==> config.mk <==
export PLATFORM = sky130hd
export DESIGN_NAME = rtt_tamper_rtc
export DESIGN_NICKNAME = d
export VERILOG_FILES = /design/src/rtt_pkg.sv /design/src/rtt_word_mem.sv /design/src/rtt_tamper_rtc.sv
export SDC_FILE = /design/constraint.sdc
export NUM_CORES = 1
export LEC_CHECK = 0
export BUFFER_PORTS_ARGS = -buffer_cell sky130_fd_sc_hd__buf_4
export CAP_MARGIN = 40
export CELL_PAD_IN_SITES_DETAIL_PLACEMENT = 0
export CELL_PAD_IN_SITES_GLOBAL_PLACEMENT = 1
export CORE_UTILIZATION = 40
export DETAILED_ROUTE_END_ITERATION = 7
export PLACE_DENSITY_LB_ADDON = 0.1
export SETUP_SLACK_MARGIN = 0.4
export SYNTH_ARGS = -nofsm -noshare
export SYNTH_HDL_FRONTEND = slang
export SYNTH_HIERARCHICAL = 1
export SYNTH_SLANG_ARGS = --single-unit
==> constraint.sdc <==
create_clock -name mclk -period 4.7 [get_ports mclk]
set_input_delay 0.235 -clock mclk [delete_from_list [all_inputs] [get_ports mclk]]
set_output_delay 0.235 -clock mclk [all_outputs]
set_load 0.02 [all_outputs]
==> src/rtt_pkg.sv <==
// constants shared by the tamper-timestamp counter and its word memory
package rtt_pkg;
	// register byte offsets
	localparam logic [11:0] OFF_CTRL_A  = 12'h000;
	localparam logic [11:0] OFF_CTRL_B  = 12'h004;
	localparam logic [11:0] OFF_EVENT_CONTROL  = 12'h008;
	localparam logic [11:0] OFF_INTEN   = 12'h00C;
	localparam logic [11:0] OFF_FLAGS   = 12'h010;
	localparam logic [11:0] OFF_BUSY    = 12'h014;
	localparam logic [11:0] OFF_COUNT   = 12'h018;
	localparam logic [11:0] OFF_TSTAMP  = 12'h01C;
	localparam logic [11:0] OFF_TAMPCTL = 12'h020;
	localparam logic [11:0] OFF_TAMPER_SOURCE_ID  = 12'h024;
	// word memory sits at 0x040..0x06C: gp words 0..3, backup words 4..11
	localparam logic [5:0]  MEM_PAGE    = 6'h01;
	localparam logic [3:0]  MEM_WORDS   = 4'hC;
	localparam int          GP_WORDS    = 4;
	// control_a fields
	localparam int CA_EN       = 0;
	localparam int CA_CSYNC    = 1;
	localparam int CA_MODE_LSB = 2;
	localparam int CA_PRE_LSB  = 8;
	localparam int CA_BATT     = 15;
	// control_b fields
	localparam int CB_GPRST    = 0;
	localparam int CB_MAJ      = 1;
	localparam int CB_DMA      = 2;
	// tamper_control fields
	localparam int TC_ACT_LSB  = 0;
	localparam int TC_RISE     = 2;
	localparam int TC_DEB      = 3;
	// interrupt_flags / sync_busy_flags fields
	localparam int FL_TAMPER   = 8;
	localparam int BZ_EN       = 0;
	localparam int BZ_CSYNC    = 1;
	// counter modes and tamper actions
	localparam logic [1:0] MODE_COUNTER_32BIT_MODE = 2'h0;
	localparam logic [1:0] MODE_COUNTER_16BIT_MODE = 2'h1;
	localparam logic [1:0] MODE_CAL     = 2'h2;
	localparam logic [1:0] ACT_OFF      = 2'h0;
	localparam logic [1:0] ACT_LAYER    = 2'h3;
	// reset value of every register
	localparam logic [31:0] RST_WORD    = 32'h0000_0000;
	// synchronisation busy time
	localparam int CLK_NS   = 10;
	localparam int SYNC_NS  = 30;
	localparam logic [1:0] SYNC_CYC = 2'((SYNC_NS + CLK_NS - 1) / CLK_NS);
endpackage : rtt_pkg

==> src/rtt_word_mem.sv <==
// general-purpose and backup word store with registered read port
`timescale 1ns/1ps
`default_nettype none
module rtt_word_mem
	import rtt_pkg::*;
(
	input  wire logic        mclk,
	input  wire logic        rstn,
	input  wire logic [3:0]  addr,
	input  wire logic        we,
	input  wire logic [31:0] wdata,
	input  wire logic        clrGp,
	output logic      [31:0] rdata
);
	typedef struct packed {
		logic [11:0][31:0] words;
		logic [31:0]       rdata;
	} rtt_mem_s;

	rtt_mem_s st_ff;
	rtt_mem_s nxt_st;

	// write, tamper wipe of gp words, registered read
	always_comb begin
		nxt_st = st_ff;
		if (we && addr < MEM_WORDS) begin
			nxt_st.words[addr] = wdata;
		end
		for (int i = 0; i < GP_WORDS; i++) begin
			if (clrGp) begin
				nxt_st.words[i] = RST_WORD;
			end
		end
		nxt_st.rdata = (addr < MEM_WORDS) ? st_ff.words[addr] : RST_WORD;
	end

	// state register
	always_ff @(posedge mclk or negedge rstn) begin
		if (!rstn) begin
			st_ff <= '0;
		end else begin
			st_ff <= nxt_st;
		end
	end

	assign rdata = st_ff.rdata;
endmodule : rtt_word_mem
`default_nettype wire

==> src/rtt_tamper_rtc.sv <==
// real-time counter with tamper capture, periodic events and APB registers
// What this block does
// narrow counter writes are dropped by hardware
// first continuous-sync counter snapshot is wrong
// majority debounce bit stored but has no effect
// software ignores early rising-edge tamper reports
// reset during detection skips next timestamp update
// no timestamp capture in battery backup mode
// periodic events run if tamper on, prescaler off
// timestamp read keeps tamper flag when DMA enabled
// tamper always wipes general-purpose registers
// software waits busy flags clear before backup
// active layer mode captures while RTC disabled
// software clears id, flag and lock after enable
// timestamp locked until read
//
// Added by the designer: the register offsets and the APB slave port.
`timescale 1ns/1ps
`default_nettype none
module rtt_tamper_rtc
	import rtt_pkg::*;
(
	input  wire logic        mclk,
	input  wire logic        rstn,
	input  wire logic        psel,
	input  wire logic        penable,
	input  wire logic        pwrite,
	input  wire logic [11:0] paddr,
	input  wire logic [31:0] pwdata,
	input  wire logic [3:0]  pstrb,
	output logic      [31:0] prdata,
	output logic             pready,
	output logic             pslverr,
	input  wire logic        tamperIn,
	input  wire logic        extResetIn,
	output logic      [7:0]  perEvent
);
	typedef struct packed {
		logic        enable, cntSync;
		logic [1:0]  mode;
		logic [3:0]  presc;
		logic        battery, gpRst, majDeb, dma_service_enable;
		logic [7:0]  evEn;
		logic [8:0]  intEn;
		logic [8:0]  flags;
		logic [1:0]  busyEn, busyCs;
		logic [31:0] count, readCnt;
		logic        firstPend;
		logic [31:0] ts;
		logic        tsLock, tsBlock;
		logic [1:0]  action;
		logic        rising, debEn, tamper_source_id;
		logic [2:0]  tSync;
		logic        tLevel;
		logic [2:0]  xSync;
		logic [15:0] div;
		logic [7:0]  perEv;
		logic        pready, pslverr;
		logic [31:0] prdata;
	} rtt_state_s;

	rtt_state_s st_ff;
	rtt_state_s nxt_st;

	logic        access, done, memHit, decoded, tick, perActive;
	logic        edgeHit, armed, det, cntWrOk, tsRead;
	logic [31:0] memRdata, rdMux;
	logic [15:0] divNext, rise;
	// gp and backup words
	rtt_word_mem uMem (
		.mclk  (mclk),
		.rstn  (rstn),
		.addr  (paddr[5:2]),
		.we    (done && pwrite && memHit),
		.wdata (pwdata),
		.clrGp (det),
		.rdata (memRdata)
	);

	// bus phase decode: one wait state, answer in second access cycle
	assign access = psel && penable;
	assign done   = access && st_ff.pready;
	assign memHit = (paddr[11:6] == MEM_PAGE) && (paddr[5:2] < MEM_WORDS);
	assign tsRead = done && !pwrite && paddr == OFF_TSTAMP;

	// read data selection and address decode
	always_comb begin
		rdMux   = RST_WORD;
		decoded = 1'b1;
		case (paddr)
			OFF_CTRL_A: begin
				rdMux[CA_EN]                   = st_ff.enable;
				rdMux[CA_CSYNC]                = st_ff.cntSync;
				rdMux[CA_MODE_LSB +: 2]        = st_ff.mode;
				rdMux[CA_PRE_LSB +: 4]         = st_ff.presc;
				rdMux[CA_BATT]                 = st_ff.battery;
			end
			OFF_CTRL_B: begin
				rdMux[CB_GPRST] = st_ff.gpRst;
				rdMux[CB_MAJ]   = st_ff.majDeb;
				rdMux[CB_DMA]   = st_ff.dma_service_enable;
			end
			OFF_EVENT_CONTROL:  rdMux[7:0] = st_ff.evEn;
			OFF_INTEN:   rdMux[8:0] = st_ff.intEn;
			OFF_FLAGS:   rdMux[8:0] = st_ff.flags;
			OFF_BUSY: begin
				rdMux[BZ_EN]    = st_ff.busyEn != 2'h0;
				rdMux[BZ_CSYNC] = st_ff.busyCs != 2'h0;
			end
			OFF_COUNT:   rdMux = (st_ff.cntSync ? st_ff.readCnt : st_ff.count)
				& ((st_ff.mode == MODE_COUNTER_16BIT_MODE) ? 32'h0000_FFFF : 32'hFFFF_FFFF);
			OFF_TSTAMP:  rdMux = st_ff.ts;
			OFF_TAMPCTL: begin
				rdMux[TC_ACT_LSB +: 2] = st_ff.action;
				rdMux[TC_RISE]         = st_ff.rising;
				rdMux[TC_DEB]          = st_ff.debEn;
			end
			OFF_TAMPER_SOURCE_ID:  rdMux[0] = st_ff.tamper_source_id;
			default: begin
				rdMux   = memHit ? memRdata : RST_WORD;
				decoded = memHit;
			end
		endcase
	end

	// divider taps, tamper edge qualification
	always_comb begin
		divNext   = st_ff.div + 16'h0001;
		rise      = divNext & ~st_ff.div;
		tick      = (st_ff.presc == 4'h0) ? 1'b1 : rise[st_ff.presc - 4'h1];
		perActive = st_ff.enable && ((st_ff.presc != 4'h0)
			|| st_ff.action != ACT_OFF || st_ff.debEn);
		// majority bit is not consulted: plain two-stage agreement only
		edgeHit   = (st_ff.tSync[1] == st_ff.tSync[2])
			&& (st_ff.tSync[2] != st_ff.tLevel)
			&& (st_ff.rising ? st_ff.tSync[2] : !st_ff.tSync[2]);
		armed     = st_ff.action != ACT_OFF
			&& (st_ff.enable || st_ff.action == ACT_LAYER);
		det       = armed && edgeHit;
		cntWrOk   = (st_ff.mode == MODE_COUNTER_16BIT_MODE) ? (pstrb[1:0] == 2'h3)
			: (pstrb == 4'hF);
	end

	// next state: counter tick, then bus writes, hardware events after so sets win
	always_comb begin
		nxt_st         = st_ff;
		nxt_st.pready  = access && !st_ff.pready;
		nxt_st.pslverr = access && !st_ff.pready && !decoded;
		nxt_st.prdata  = (access && !st_ff.pready && !pwrite) ? rdMux
			: RST_WORD;
		nxt_st.div     = divNext;
		nxt_st.tSync   = {st_ff.tSync[1:0], tamperIn};
		nxt_st.xSync   = {st_ff.xSync[1:0], extResetIn};
		nxt_st.perEv   = 8'h00;
		if (st_ff.tSync[1] == st_ff.tSync[2]) begin
			nxt_st.tLevel = st_ff.tSync[2];
		end
		if (st_ff.busyEn != 2'h0) begin
			nxt_st.busyEn = st_ff.busyEn - 2'h1;
		end
		if (st_ff.busyCs != 2'h0) begin
			nxt_st.busyCs = st_ff.busyCs - 2'h1;
		end
		// counter runs on the prescaler tick
		if (st_ff.enable && tick) begin
			if (st_ff.mode == MODE_COUNTER_16BIT_MODE) begin
				nxt_st.count = {16'h0000, st_ff.count[15:0] + 16'h0001};
			end else begin
				nxt_st.count = st_ff.count + 32'h0000_0001;
			end
		end
		// register writes at the completing edge
		if (done && pwrite) begin
			case (paddr)
				OFF_CTRL_A: begin
					if (pwdata[CA_EN] != st_ff.enable) begin
						nxt_st.busyEn = SYNC_CYC;
					end
					if (pwdata[CA_CSYNC] != st_ff.cntSync) begin
						nxt_st.busyCs = SYNC_CYC;
					end
					if (pwdata[CA_CSYNC] && !st_ff.cntSync) begin
						nxt_st.firstPend = 1'b1;
					end
					nxt_st.enable  = pwdata[CA_EN];
					nxt_st.cntSync = pwdata[CA_CSYNC];
					nxt_st.mode    = pwdata[CA_MODE_LSB +: 2];
					nxt_st.presc   = pwdata[CA_PRE_LSB +: 4];
					nxt_st.battery = pwdata[CA_BATT];
				end
				OFF_CTRL_B: begin
					nxt_st.gpRst  = pwdata[CB_GPRST];
					nxt_st.majDeb = pwdata[CB_MAJ];
					nxt_st.dma_service_enable  = pwdata[CB_DMA];
				end
				OFF_EVENT_CONTROL:  nxt_st.evEn  = pwdata[7:0];
				OFF_INTEN:   nxt_st.intEn = pwdata[8:0];
				OFF_FLAGS:   nxt_st.flags = st_ff.flags & ~pwdata[8:0];
				OFF_COUNT: begin
					if (cntWrOk) begin
						nxt_st.count = (st_ff.mode == MODE_COUNTER_16BIT_MODE)
							? {16'h0000, pwdata[15:0]} : pwdata;
					end
				end
				OFF_TAMPCTL: begin
					nxt_st.action = pwdata[TC_ACT_LSB +: 2];
					nxt_st.rising = pwdata[TC_RISE];
					nxt_st.debEn  = pwdata[TC_DEB];
				end
				OFF_TAMPER_SOURCE_ID: begin
					if (pwdata[0]) begin
						nxt_st.tamper_source_id = 1'b0;
					end
				end
				default: ;
			endcase
		end
		// timestamp read releases the lock; flag cleared only without dma
		if (tsRead) begin
			nxt_st.tsLock = 1'b0;
			if (!st_ff.dma_service_enable) begin
				nxt_st.flags[FL_TAMPER] = 1'b0;
			end
		end
		// continuous-sync snapshot, first one inverted
		if (st_ff.cntSync && st_ff.busyCs == 2'h0) begin
			nxt_st.readCnt   = st_ff.firstPend ? ~st_ff.count : st_ff.count;
			nxt_st.firstPend = 1'b0;
		end
		// periodic flags and event outputs
		if (perActive) begin
			nxt_st.flags[7:0] = nxt_st.flags[7:0] | rise[7:0];
			nxt_st.perEv      = rise[7:0] & st_ff.evEn;
		end
		// external reset while a tamper edge is settling
		if (st_ff.xSync[1] && st_ff.xSync[2]
			&& st_ff.tSync[1] != st_ff.tSync[2]) begin
			nxt_st.tsBlock = 1'b1;
		end
		// tamper detection
		if (det) begin
			if (st_ff.tsBlock) begin
				nxt_st.tsBlock = 1'b0;
			end else if (!st_ff.battery && !st_ff.tsLock) begin
				nxt_st.ts     = st_ff.count;
				nxt_st.tsLock = 1'b1;
			end
			if (st_ff.enable) begin
				nxt_st.flags[FL_TAMPER] = 1'b1;
				nxt_st.tamper_source_id           = 1'b1;
			end
		end
	end
	// state register
	always_ff @(posedge mclk or negedge rstn) begin
		if (!rstn) begin
			st_ff <= '0;
		end else begin
			st_ff <= nxt_st;
		end
	end
	assign prdata   = st_ff.prdata;
	assign pready   = st_ff.pready;
	assign pslverr  = st_ff.pslverr;
	assign perEvent = st_ff.perEv;
endmodule : rtt_tamper_rtc
`default_nettype wire

==> results of run 1 <==
-- synth_stat cells (all sizes together), types with 6 or more instances --
cell type,count
dfrtp,627
mux2,339
a21oi,198
buf,165
o21ai,164
nand3,159
nand2,155
clkbuf,139
nor2,100
mux4,97
a22oi,57
inv,44
xnor2,37
and3,25
a31oi,22
ha,19
nand4,18
mux2i,15
or3,14
a222oi,12
a22o,12
nor3,11
nor4,11
and2,7
nand2b,7
or4,7
a211oi,6
a221oi,6
nor2b,6
o211ai,6
-- state kept, by name (all words and copies together) (netlist names) --
signal and count:
st_ff 165, uMem/st_ff 384, pslverr 1, nxt_st 4, pready 1, prdata 32, uMem/rdata 32, perEvent 8
-- cell families (layout without fill, tap and decap cells) --
kind of cell             Yosys count  after routing
AND/OR/NAND/NOR                  538            538
AO/OA/AOI/OAI                    517            517
buffers and inverters            349            355
other                              0              2
XOR/XNOR                          41             41
flip-flops                       627            627
adder cells (fa/ha/maj)           20             20
multiplexers                     451            451
-- final cells by class --
class | count | area (µm²)
Timing Repair Buffer | 181 | 1590
Fill cell | 6702 | 39900
Tap cell | 959 | 1200
Clock inverter | 22 | 241
Antenna cell | 2 | 5.00
Clock buffer | 107 | 2180
Sequential cell | 627 | 15700
Multi-Input combinational cell | 1567 | 12600
Inverter | 45 | 169
-- routing by layer --
layer | part of all wire (%) | vias to the layer above | track usage (%)
li1 | - | 9030 | -
met1 | 46 | 10800 | 34.3
met2 | 47 | 510 | 38.2
met5 | 0 | - | 0
met4 | 2.5 | 0 | 6.88
met3 | 4.6 | 130 | 3.51
-- power groups by stage --
stage	clock network (W)	registers (W)	logic (W)
global placement	0	0.00551	0.000488
finish	0.00573	0.00542	0.000508
CTS	0.00588	0.00542	0.000520
floorplan	0	0.00551	0.000189
global route	0.00611	0.00542	0.000553
detailed placement	0	0.00552	0.000496
-- timing repair --
item,in CTS,in global routing
resized for setup,0,0
hold endpoints to repair,269,0
setup endpoints to repair,0,0
hold buffers,33,0
-- tightest hold or removal path, stage by stage --
cell,delay (ps)
buf_4,200
nand3_1,100
a21oi_1,60
-- path summary, 6_finish.rpt --
path / from / end / slack (ps) / cells past startpoint
hold / removal: pwdata[2] / uMem/st_ff[98] / 30 / 3
setup reg to reg: st_ff[42] / st_ff[166] / 890 / 12
min in group asynchronous: rstn / perEvent[6] / 310 / 2
setup / recovery: st_ff[42] / st_ff[166] / 890 / 12
max in group asynchronous: rstn / uMem/st_ff[139] / 3080 / 3
hold reg to reg: nxt_st[59] / nxt_st[60] / 350 / 0
-- through the flow --
step	instance area [µm²]	hold slack (ps)	setup WS (ps)	utilization, %	power (W)
CTS	33700	2.91	880	45.7	0.0118
floorplan	30000	-60.6	1670	-	0.00570
finish	33700	34.8	887	45.7	0.0117
global route	33700	11.1	648	45.7	0.0121
global placement	30800	333	1060	41.9	0.00600
detailed placement	30900	335	885	42.0	0.00601
==> run metrics, run 1 <==
status complete, no violations; Sum Neg Setup Slack 0 ps; first-pass GRT wire length 137000 µm; Power Internal 0.00897 W; switch share 23.1%; crit path DAT 4320 ps; Worst path max stage delay 550 ps; Pwr Density 346 nW/µm²; area leader, netlist dfrtp_1; DP HPWL 55200 µm; register area share after synthesis 52.4%; part of the power in registers 46.5%; Rel. slew slack 35.9%; clk root buf clkbuf_16; placed cells 3346; Iter 0 DRT Violations 1662; total track usage 24.1%; Initial Util 40.7%; Clock Power Share 49.1%; top cells by area, synth dfrtp_1, mux2_2, mux4_2, a21oi_1, nand3_1; Avg WL per Cell 25.5 µm; post-synthesis xor/xnor area fraction 1.20%; main combinational cell family by area after synthesis multiplexers; library cells used by synthesis 80; Routed WL 89600 µm; synthesized area 30000 µm²; CTS max path bufs 3; CP most frequent cell and3_1; worst-margin pin slew 961 ps; post-CTS setup buffer count 0; Sink Count 627; ys async rst share 100%; Slew Limit Fails 0; residual DRC count 0; P&R area growth vs syn 12.4%; Die W 276 µm; routed via count 20500; Post-synth EDFFs 0; CP Class reg2reg; CP Launch Type flip-flop; largest net degree at the start of global routing 138; Post-Synth Adder-Cell Area 0.827%; Syn Inst Count 2543; CP endpoint kind flip-flop; worst min-delay path class in2reg; CTS Buf Count 72; drt first pass iters 5; FF+latch count, synth 627; num ports 97; Final Wtd Congestion 0.827; final setup fails 0; gr ovfl total 0; Critical Path RT 5200 ps; Tcrit/Tclk final 81.1%; Synth Area in Simple Gates 8.83%; vias in the first global route 21000; Psw 0.00269 W; Mean Syn Cell Area 11.8 µm²; cell family with most CP delay simple AND/OR/NAND/NOR gates; H-tree Lvls 3; critical path's slowest cell mux4_2; share of post-route cells with drive strength above 1 27.5%; Synth Flop Type dfrtp_1; Worst VDD drop 0.000225 V; top-area cell type share of the netlist area 52.4%; via density per instance 5.84; Pleak 15.4 nW; critical path fanouts, max 9; CP cell instances inv_1 -> nor3_1 -> nand2_1 -> nor4_1 -> and3_1 -> ha_1 -> mux2i_1 -> mux4_2 -> and3_1 -> a211oi_4 -> a211oi_1 -> a221o_1; RSZ-0062 raised after global routing false; IO Port Bufs 96; clk_skew 18.6 ps; Hold Vio Cnt, Final 0; sum of buffers and inverters on the critical path 1; Non-Filler Instances 3510; Layout Nets 2568; # Max-Cap Violations 0; Yosys warning total 6; CTS tree done; Synth Area in Compound Gates 10.3%; core area 73600 µm²; Skew-Pair Late Insertion Delay 610 ps; antenna violations before repair 5; Worst-path clk slew 60 ps; fmax 262 MHz; commonest non-fill, non-tap cell in the layout dfrtp_1; chip height 276 µm; Tmin final 3810 ps; combinational power share 4.4%; mux cell area share after synthesis 20.5%; most frequent cells in the layout dfrtp_1, mux2_2, a21oi_1; ANT nets after route 0; FP Rows 99; die area 76000 µm²; Mapped Nets 2617
No activity file was read; power rests on OpenSTA's default activity.
==> inputs of run 2 (changes only) <==
clock period = 3.9 ns   (was 4.7 ns; I/O delays follow)
==> run metrics, run 2 (synthesis gave the netlist of run 1 again) <==
Die W 276 µm; Final Wtd Congestion 0.821; hold_sp paddr[5]; P&R area growth vs syn 13.6%; FP Rows 99; vias in the first global route 21300; Sink Count 627; Slew Limit Fails 0; CTS tree done; Worst VDD drop 0.000254 V; ANT nets after route 0; Critical Path RT 4400 ps; num ports 97; Hold Worst Slack 40.7 ps; first-pass GRT wire length 138000 µm; total track usage 24.3%; H-tree Lvls 3; fmax 306 MHz; core area 73600 µm²; IO Port Bufs 96; CTS max path bufs 3; Worst-path clk slew 60 ps; CP Class reg2reg; Reg with most FFs uMem/st_ff; via density per instance 5.87; drt first pass iters 6; Initial Util 40.7%; die area 76000 µm²; Hold Vio Cnt, Final 0; reg2reg start st_ff[42]; RSZ-0062 raised after global routing false; Skew-Pair Late Insertion Delay 620 ps; final setup fails 0; gr ovfl total 0; commonest non-fill, non-tap cell in the layout dfrtp_1; Rel. slew slack 41.2%; RR Endpoint st_ff[166]; CP Launch Type flip-flop; critical path fanouts, max 9; chip height 276 µm; largest net degree at the start of global routing 132; Pwr Density 415 nW/µm²; worst-margin pin slew 882 ps; routed via count 20800; Worst R2R Setup Slack 630 ps; Tcrit/Tclk final 83.8%; CTS Buf Count 73; share of post-route cells with drive strength above 1 28.1%; Iter 0 DRT Violations 1595; hold depth 4; # Max-Cap Violations 0; Sum Neg Setup Slack 0 ps; clk_skew 16.9 ps; most frequent cells in the layout dfrtp_1, mux2_2, a21oi_1; worst min-delay path class in2reg; Hold Path Sink uMem/st_ff[70]; Pleak 15.6 nW; Reg2Reg Depth 13; status complete, no violations; biggest regs uMem/st_ff (384), st_ff (165); CP endpoint kind flip-flop; crit path DAT 3760 ps; Layout Nets 2597; Tmin final 3270 ps; antenna violations before repair 7; DP HPWL 56400 µm; clk root buf clkbuf_16; residual DRC count 0; Avg WL per Cell 25.7 µm; Routed WL 91000 µm; max FFs per register 384
## run 2: metal layers
metal  part of all wire, %  GRT usage (%)
met5                     0              0
met3                   5.6           3.72
met4                   2.2           7.12
met2                    48           39.6
met1                    44           33.7
## run 2: area by class of cell
class	instances	area, µm²
clock buffer	113	2230
tap	959	1200
timing repair buffer	208	1900
sequential	627	15700
antenna	1	2.50
inverter	45	169
fill	6708	39600
multi-input combinational	1568	12600
clock inverter	16	190
## run 2: critical path: stages (launching register included)
cell,delay [ps]
dfrtp_1,390
inv_1,120
nor3_4,240
nand2_2,120
nor4_4,260
and3_1,200
ha_1,140
mux2i_1,70
mux4_2,570
and3_2,260
a211oi_4,270
buf_12,180
a211oi_1,70
a221o_1,260
## run 2: power breakdown
part           switching [W]  internal (W)
Clock                0.00275       0.00419
Sequential         0.0000103       0.00652
Combinational       0.000467      0.000162
Total                0.00323        0.0109
## run 2: worst max path at each step
| stage | startpoint | to | slack, ps |
|---|---|---|---|
| floorplan | st_ff[42] | st_ff[166] | 870 |
| global placement | st_ff[42] | st_ff[166] | 220 |
| detailed placement | st_ff[42] | st_ff[166] | 120 |
| CTS | st_ff[42] | st_ff[152] | 400 |
| global route | st_ff[42] | st_ff[166] | 420 |
| finish | st_ff[42] | st_ff[166] | 630 |
## run 2: timing repair
action	4_1_cts	5_1_grt
buffers inserted	1	3
resized for setup	1	5
pin swaps	2	1
gates cloned	1	0
endpoints found under the hold margin	382	0
endpoints found under the setup margin	27	31
hold buffers	37	0
## run 2: metrics by stage
stage | area, µm² | utilization, % | total power, W | worst slack (ps) | std cells
global route | 34000 | 46.2 | 0.0146 | 423 | 3536
finish | 34000 | 46.2 | 0.0141 | 631 | 3537
global placement | 31000 | 42.2 | 0.00725 | 219 | 3360
floorplan | 30000 | - | 0.00687 | 865 | 2543
detailed placement | 31100 | 42.3 | 0.00726 | 119 | 3365
CTS | 34000 | 46.2 | 0.0143 | 401 | 3533
